[src/core/tvd_regs.svh]
// constants for the triple video converter input coder
`ifndef TVD_REGS_SVH
`define TVD_REGS_SVH
`define TVD_CODE_W 8
`define TVD_GREEN_W 9
`define TVD_TIP_STEP 9'h070
`define TVD_ZERO_CODE 8'h00
`define TVD_FULL_CODE 8'hFF
`endif

[src/core/tvd_pkg.sv]
// types for the triple video converter input coder
`include "tvd_regs.svh"
package tvd_pkg;
    typedef logic [`TVD_CODE_W-1:0] tvd_code_type;
    typedef logic [`TVD_GREEN_W-1:0] tvd_green_type;
endpackage : tvd_pkg

[src/core/tvd_chan.sv]
// one gated converter channel code register
`timescale 1ns/100ps
module tvd_chan
    import tvd_pkg::*;
(
    input wire logic clk,
    input wire logic rst,
    input wire tvd_code_type code,
    input wire logic gate,
    output tvd_code_type code_out
);
    tvd_code_type out_d;
    tvd_code_type out_q;

    // blanking forces code zero
    always_comb begin
        out_d = gate ? code : `TVD_ZERO_CODE;
    end

    // output changes only on a rising edge
    always_ff @(posedge clk) begin
        if (rst) begin
            out_q <= `TVD_ZERO_CODE;
        end else begin
            out_q <= out_d;
        end
    end

    assign code_out = out_q;
endmodule : tvd_chan

[src/core/tvd_coder.sv]
// triple video converter input coder top
// Operation
// - there are three channels each taking an unsigned 8-bit code; red and blue are identical, green is 9 bits wide.
// - all three pixel buses are registered on every rising clock edge.
// - channel outputs change only on a rising edge after a fixed latency.
// - with the registered gate low red and blue are driven to code zero, and green to zero plus any tip step.
// - with the gate high each code adds current above the blanking level.
// - with tip control high green gains an extra 112 of 256 steps.
// - with tip control low the extra green step is removed.
// - red and blue are their gated codes and never get the tip step.
// - green is the gated green code plus 112 when tip control is high.
// - codes are straight binary, zero gives zero and all ones full scale.
// - gate and tip control are registered on the same edge as the codes.
`timescale 1ns/100ps
module tvd_coder
    import tvd_pkg::*;
(
    input wire logic clk,
    input wire logic rst,
    input wire tvd_code_type red_code_in,
    input wire tvd_code_type green_code_in,
    input wire tvd_code_type blue_code_in,
    input wire logic gate_n_in,
    input wire logic tip_n_in,
    output tvd_code_type red_current_out,
    output tvd_green_type green_current_out,
    output tvd_code_type blue_current_out,
    output logic tip_level_source
);
    // input capture stage, same clock as the controller so no synchroniser
    tvd_code_type red_d, red_q, grn_d, grn_q, blu_d, blu_q;
    logic gate_d, gate_q, tip_d, tip_q;
    tvd_green_type green_d, green_q;
    logic tip_src_d, tip_src_q;

    // all inputs captured together so they take effect together
    always_comb begin
        red_d = red_code_in;
        grn_d = green_code_in;
        blu_d = blue_code_in;
        gate_d = gate_n_in;
        tip_d = tip_n_in;
    end

    // capture registers; reset shows blank at sync tip
    always_ff @(posedge clk) begin
        if (rst) begin
            red_q <= `TVD_ZERO_CODE;
            grn_q <= `TVD_ZERO_CODE;
            blu_q <= `TVD_ZERO_CODE;
            gate_q <= 1'b0;
            tip_q <= 1'b0;
        end else begin
            red_q <= red_d;
            grn_q <= grn_d;
            blu_q <= blu_d;
            gate_q <= gate_d;
            tip_q <= tip_d;
        end
    end

    // red and blue are plain gated channels, one instance each
    tvd_chan u_red (
        .clk(clk),
        .rst(rst),
        .code(red_q),
        .gate(gate_q),
        .code_out(red_current_out)
    );
    tvd_chan u_blue (
        .clk(clk),
        .rst(rst),
        .code(blu_q),
        .gate(gate_q),
        .code_out(blue_current_out)
    );

    // green adds the tip step whenever tip control is high, blanked or not;
    // the step adds to pixel data, and the controller holds tip high in active video
    always_comb begin
        green_d = {1'b0, gate_q ? grn_q : `TVD_ZERO_CODE};
        if (tip_q) begin
            green_d = green_d + `TVD_TIP_STEP;
        end
        tip_src_d = tip_q;
    end

    // green output register, one clock behind capture
    always_ff @(posedge clk) begin
        if (rst) begin
            green_q <= 9'h000;
            tip_src_q <= 1'b0;
        end else begin
            green_q <= green_d;
            tip_src_q <= tip_src_d;
        end
    end

    assign green_current_out = green_q;
    assign tip_level_source = tip_src_q;

    // edges since reset left, saturating at two; checks that look two
    // edges back must not reach into reset, where nothing was captured
    logic [1:0] warm_d;
    logic [1:0] warm_q;

    // count up until both pipeline stages hold real samples
    always_comb begin
        warm_d = warm_q;
        if (warm_q != 2'h2) begin
            warm_d = warm_q + 2'h1;
        end
    end

    // warm-up register, cleared by reset
    always_ff @(posedge clk) begin
        if (rst) begin
            warm_q <= 2'h0;
        end else begin
            warm_q <= warm_d;
        end
    end

    // end-to-end checks, two edges from pins to outputs
    a_red_gated: assert property (
        @(posedge clk) disable iff (rst)
        (warm_q == 2'h2) |-> (red_current_out ==
            ($past(gate_n_in, 2) ? $past(red_code_in, 2) : 8'h00)))
        else $error("red code wrong");

    a_blue_gated: assert property (
        @(posedge clk) disable iff (rst)
        (warm_q == 2'h2) |-> (blue_current_out ==
            ($past(gate_n_in, 2) ? $past(blue_code_in, 2) : 8'h00)))
        else $error("blue code wrong");

    a_green_sum: assert property (
        @(posedge clk) disable iff (rst)
        (warm_q == 2'h2) |-> (green_current_out ==
            ({1'b0, ($past(gate_n_in, 2) ?
                $past(green_code_in, 2) : 8'h00)}
            + ($past(tip_n_in, 2) ? 9'h070 : 9'h000))))
        else $error("green code wrong");

    a_tip_flag: assert property (
        @(posedge clk) disable iff (rst)
        (warm_q == 2'h2) |->
            (tip_level_source == $past(tip_n_in, 2)))
        else $error("tip source misaligned");

    a_channels_same: assert property (
        @(posedge clk) disable iff (rst)
        (warm_q == 2'h2 && $past(red_code_in, 2) == $past(blue_code_in, 2))
            |-> (red_current_out == blue_current_out))
        else $error("red and blue channels differ");

    a_green_lo_match: assert property (
        @(posedge clk) disable iff (rst)
        (warm_q == 2'h2 && !$past(tip_n_in, 2) &&
            $past(red_code_in, 2) == $past(green_code_in, 2))
            |-> (green_current_out == {1'b0, red_current_out}))
        else $error("green channel differs from red");

    // blanking and tip step, seen from the pins
    a_tip_blank: assert property (
        @(posedge clk) disable iff (rst)
        (!gate_n_in && tip_n_in) |-> ##2
            (green_current_out == 9'h070))
        else $error("blanked green tip step wrong");

    a_tip_off: assert property (
        @(posedge clk) disable iff (rst)
        (!gate_n_in && !tip_n_in) |-> ##2
            (green_current_out == 9'h000 && red_current_out == 8'h00))
        else $error("sync tip not zero");

    a_red_blank: assert property (
        @(posedge clk) disable iff (rst)
        (!gate_n_in) |-> ##2
            (red_current_out == 8'h00))
        else $error("red not blanked");

    a_blue_blank: assert property (
        @(posedge clk) disable iff (rst)
        (!gate_n_in) |-> ##2
            (blue_current_out == 8'h00))
        else $error("blue not blanked");

    a_green_pass: assert property (
        @(posedge clk) disable iff (rst)
        (gate_n_in && !tip_n_in) |-> ##2
            (green_current_out == {1'b0, $past(green_code_in, 2)}))
        else $error("green active code wrong");

    a_green_lift: assert property (
        @(posedge clk) disable iff (rst)
        (gate_n_in && tip_n_in) |-> ##2 (green_current_out ==
            ({1'b0, $past(green_code_in, 2)} + 9'h070)))
        else $error("green tip step missing");

    a_blue_pass: assert property (
        @(posedge clk) disable iff (rst)
        (gate_n_in) |-> ##2
            (blue_current_out == $past(blue_code_in, 2)))
        else $error("blue active code wrong");

    a_tip_src_low: assert property (
        @(posedge clk) disable iff (rst)
        (!tip_n_in) |-> ##2
            (!tip_level_source))
        else $error("tip source not off");

    a_tip_src_high: assert property (
        @(posedge clk) disable iff (rst)
        (tip_n_in) |-> ##2
            (tip_level_source))
        else $error("tip source not on");

    a_green_msb: assert property (
        @(posedge clk) disable iff (rst)
        (green_current_out[8]) |->
            (tip_level_source))
        else $error("green top bit without tip step");

    // code end points
    a_full_scale: assert property (
        @(posedge clk) disable iff (rst)
        (gate_n_in && red_code_in == 8'hFF) |-> ##2
            (red_current_out == 8'hFF))
        else $error("full scale lost");

    a_blue_full: assert property (
        @(posedge clk) disable iff (rst)
        (gate_n_in && blue_code_in == 8'hFF) |-> ##2
            (blue_current_out == 8'hFF))
        else $error("blue full scale lost");

    a_green_full: assert property (
        @(posedge clk) disable iff (rst)
        (gate_n_in && tip_n_in && green_code_in == 8'hFF) |-> ##2
            (green_current_out == 9'h16F))
        else $error("green full scale lost");

    a_zero_code: assert property (
        @(posedge clk) disable iff (rst)
        (gate_n_in && red_code_in == 8'h00) |-> ##2
            (red_current_out == 8'h00))
        else $error("red zero code wrong");

    a_blue_zero: assert property (
        @(posedge clk) disable iff (rst)
        (gate_n_in && blue_code_in == 8'h00) |-> ##2
            (blue_current_out == 8'h00))
        else $error("blue zero code wrong");

    a_green_max: assert property (
        @(posedge clk) disable iff (rst)
        (green_current_out <= 9'h16F))
        else $error("green out of range");

    // stage by stage checks on the internal registers
    a_capture_red: assert property (
        @(posedge clk) disable iff (rst)
        (warm_q != 2'h0) |-> (red_q == $past(red_code_in)))
        else $error("red capture wrong");

    a_capture_grn: assert property (
        @(posedge clk) disable iff (rst)
        (warm_q != 2'h0) |-> (grn_q == $past(green_code_in)))
        else $error("green capture wrong");

    a_capture_blue: assert property (
        @(posedge clk) disable iff (rst)
        (warm_q != 2'h0) |-> (blu_q == $past(blue_code_in)))
        else $error("blue capture wrong");

    a_capture_gate: assert property (
        @(posedge clk) disable iff (rst)
        (warm_q != 2'h0) |-> (gate_q == $past(gate_n_in)))
        else $error("gate capture wrong");

    a_capture_tip: assert property (
        @(posedge clk) disable iff (rst)
        (warm_q != 2'h0) |-> (tip_q == $past(tip_n_in)))
        else $error("tip capture wrong");

    a_red_out_reg: assert property (
        @(posedge clk) disable iff (rst)
        (warm_q != 2'h0) |-> (red_current_out ==
            ($past(gate_q) ? $past(red_q) : 8'h00)))
        else $error("red output stage wrong");

    a_green_out_reg: assert property (
        @(posedge clk) disable iff (rst)
        (warm_q != 2'h0) |->
            (green_current_out == $past(green_d)))
        else $error("green output stage wrong");

    a_stable_out: assert property (
        @(posedge clk) disable iff (rst)
        ($stable(red_q) && $stable(gate_q)) |=>
            $stable(red_current_out))
        else $error("red changed without cause");

    a_blue_stable: assert property (
        @(posedge clk) disable iff (rst)
        ($stable(blu_q) && $stable(gate_q)) |=>
            $stable(blue_current_out))
        else $error("blue changed without cause");

    a_green_stable: assert property (
        @(posedge clk) disable iff (rst)
        ($stable(grn_q) && $stable(gate_q) && $stable(tip_q)) |=>
            $stable(green_current_out))
        else $error("green changed without cause");

    // reset must leave every output blank at the sync tip
    a_reset_clear: assert property (
        @(posedge clk)
        rst |=> (green_current_out == 9'h000 && red_current_out == 8'h00
            && blue_current_out == 8'h00 && !tip_level_source))
        else $error("outputs not cleared by reset");

    // main scenarios: active video, blanking, sync tip, top code
    c_active: cover property (@(posedge clk) disable iff (rst)
        gate_n_in && tip_n_in);
    c_blank: cover property (@(posedge clk) disable iff (rst)
        !gate_n_in && tip_n_in);
    c_sync_tip: cover property (@(posedge clk) disable iff (rst)
        !gate_n_in && !tip_n_in);
    c_green_top: cover property (@(posedge clk) disable iff (rst)
        green_current_out == 9'h16F);
endmodule : tvd_coder

[config.mk]
export PLATFORM = sky130hd
export DESIGN_NAME = tvd_coder
export DESIGN_NICKNAME = d
export VERILOG_FILES = /design/src/core/tvd_pkg.sv /design/src/core/tvd_chan.sv /design/src/core/tvd_coder.sv
export VERILOG_INCLUDE_DIRS = /design/src /design/src/core
export SDC_FILE = /design/constraint.sdc
export NUM_CORES = 1
export LEC_CHECK = 0
export BUFFER_PORTS_ARGS = -buffer_cell sky130_fd_sc_hd__buf_2
export CORE_MARGIN = 2
export CORE_UTILIZATION = 40
export DETAILED_ROUTE_END_ITERATION = 6
export PLACE_DENSITY_LB_ADDON = 0.3
export SLEW_MARGIN = 10
export SYNTH_ARGS = -nofsm -noshare
export SYNTH_HDL_FRONTEND = slang
export SYNTH_HIERARCHICAL = 1
export SYNTH_SLANG_ARGS = --single-unit
export TNS_END_PERCENT = 20
[constraint.sdc]
create_clock -name clk -period 1.5 [get_ports clk]
set_input_delay 0.225 -clock clk [delete_from_list [all_inputs] [get_ports clk]]
set_output_delay 0.225 -clock clk [all_outputs]
set_load 0.02 [all_outputs]
==> run metrics <==
Bufs on Longest Clock Path 2; Data arrival, critical path 1390 ps; setup_tns 0 ps; area grow syn2layout 28.6%; ANT cells 0; gpl congestion slightly above 0.6; crit path to green_current_out[5]; total number of vias a little under 1000; most frequent cells in the layout buf_2 (53), dfxtp_1 (52), nor2b_1 (27), and3b_1 (16); Reg power frac 62.6%; post-route minimum period about 1100 ps; FF-to-FF Start gate_q; H-tree depth 2; num ports 54; Worst setup startpoint gate_q; PwrDens ~1200 mW/mm²; largest net degree at the start of global routing 34; Synth Area in Adders less than 1%; CTS buffer count 5; WL per Instance 10.5 µm; Post-Layout Cell Count 230; root buf cell clkbuf_8; Tot Pwr 2.31 mW; clk slew on worst S/H paths around 80 ps; nature of the critical path startpoint flip-flop; Design Area, Final roughly 0.0019 mm²; Worst Max-Slew Pin Slew 277 ps; Worst Path Max Fanout 4; synthesized cell area between 0.0015 and 0.002 mm²; Syn Area/Cell approximately 13 µm²; FF+latch count, synth 52; status completed; post-synthesis sequential area ratio 69.3%; Routed WL between 2000 and 2500 µm; Synth area leader dfxtp_1; initial antenna violation count 0; switching portion of total power 21.0%; Starting Density 41.4%; ANT nets after route 0; Reg2Reg Capture Point green_current_out[5]; DIE HEIGHT between 60 and 70 µm; DRT iter0 DRCs 40; Cell Rows 22; Psw roughly 0.48 mW; vias per inst around 4.2; DP Area 0.00185 mm²; Gate power share about 6.4%; first-pass GRT wire length between 3000 and 4000 µm; Final Net Count ~210; clock share of power 30.9%; R2R setup slack about 350 ps; die width 65.3 µm; DRC violations left 0; Fin. Hold Viols 0; number of iterations in the first detailed-routing pass 2; CTS sink count 52; layout cells sized above 1 36.3%; Slew headroom 81.5%; Final setup viols 0; peak supply drop between 700 and 800 µV; CTS Hold Buffers Added 0; Hold Path Origin blue_code_in[0]; Synth Area in XOR/XNOR under 10%; RSZ-0062 raised after global routing no; number of distinct library cells after synthesis 16; Die ar. ~0.0043 mm²; multiplexer share of the synthesized area less than 1%; crit end category flip-flop; core area roughly 0.0036 mm²; Synth Area in Compound Gates ~1.2%; IO Port Bufs 53; YS warnings 6; Syn Inst Count 120; main combinational cell family by area after synthesis simple AND/OR/NAND/NOR gates; Synthesized Nets roughly 150; CTS resizes 0; Hold WC Path Type input port to flip-flop; gr ovfl total 0; Detailed Place HPWL around 1700 µm; CP required 1740 ps; Area contributors post-synth dfxtp_1 (69%), nor2b_1 (11%), and3b_1 (9.3%); most common cell after layout, fill and taps aside buf_2; Max-Cap Viols 0; Worst-Skew Late Latency slightly below 300 ps; WS Path Type flip-flop to flip-flop; Fmax around 0.87 GHz; CTS tree yes; post-CTS setup buffer count 0; worst r2r path cells 4; P_int approximately 1.8 mW; P_leak approximately 0.97 nW; GRT Total Usage 12.2%; simple-gate share of the synthesized area roughly a quarter; fin. max-slew vios 0; Final Cycle Share between 70 and 80%; # placed instances between 200 and 250; clock skew between 2 and 2.5 ps; vias in the first global route 924; post-synth top area share about 69%
[stage by stage]
| stage | utilization, % | worst slack (ps) | hold slack (ps) |
|---|---|---|---|
| final | 53.2 | 351 | 134 |
| after global routing | 53.2 | 251 | 128 |
| after CTS | 53.2 | 356 | 123 |
| after detailed placement | 51.0 | 375 | 411 |
| after global placement | 51.0 | 415 | 412 |
| after floorplan | - | 221 | 353 |
[synth_stat cells, drive strengths merged]
cell type  count
and3b         16
and2b          1
a21oi          1
nor2           3
nand2          4
and2           5
inv            1
xnor2          2
dfxtp         52
clkbuf         3
nor2b         27
xor2           1
mux2           1
o31ai          1
nand3          1
ha             1
[flip-flops by register name (all words and copies together) (netlist names)]
| signal | flops |
|---|---|
| blu_q | 8 |
| gate_q | 1 |
| green_current_out | 9 |
| grn_q | 8 |
| red_q | 8 |
| tip_level_source | 1 |
| tip_q | 1 |
| u_blue/code_out | 8 |
| u_red/code_out | 8 |
[how the worst min path moves through the flow]
stage,depth (start not counted),endpoint
2_1_floorplan,1,blu_q[0]
3_3_place_gp,1,green_current_out[3]
3_5_place_dp,1,green_current_out[3]
4_1_cts,2,red_q[3]
5_1_grt,2,tip_q
6_report,2,blu_q[0]
[worst max-delay path, stage by stage, from the launching register on]
cell,delay (ps)
dfxtp_1,380
nand2_1,90
ha_1,280
mux2_2,270
nor2_1,80
[per-layer routing]
layer,up-vias,track usage [%],share of wire [%]
met2,31,21.2,50
met3,5,5.82,7.3
li1,502,-,-
met5,-,0,0
met4,0,7.81,2.5
met1,429,11.4,40
[power groups by stage]
| stage | logic [mW] | registers [mW] | clock network [mW] |
|---|---|---|---|
| after global placement | 0.148 | 1.48 | 0 |
| after global routing | 0.165 | 1.45 | 0.800 |
| after floorplan | 0.0592 | 1.50 | 0 |
| final | 0.149 | 1.45 | 0.715 |
| after CTS | 0.152 | 1.45 | 0.745 |
| after detailed placement | 0.151 | 1.48 | 0 |
[final cells by class]
cell class	instances	area (µm²)
Fill cell	341	1700
Sequential cell	52	1040
Multi-Input combinational cell	64	447
Inverter	1	3.75
Timing Repair Buffer	58	303
Tap cell	48	60.1
Clock inverter	1	5.00
Clock buffer	6	72.6
[logic make-up after synthesis]
family	count (synthesis)
XOR/XNOR	3
AO/OA/AOI/OAI	2
AND/OR/NAND/NOR	57
adder cells (fa/ha/maj)	1
buffers and inverters	4
flip-flops	52
multiplexers	1
(Power assumes the default switching activity.)
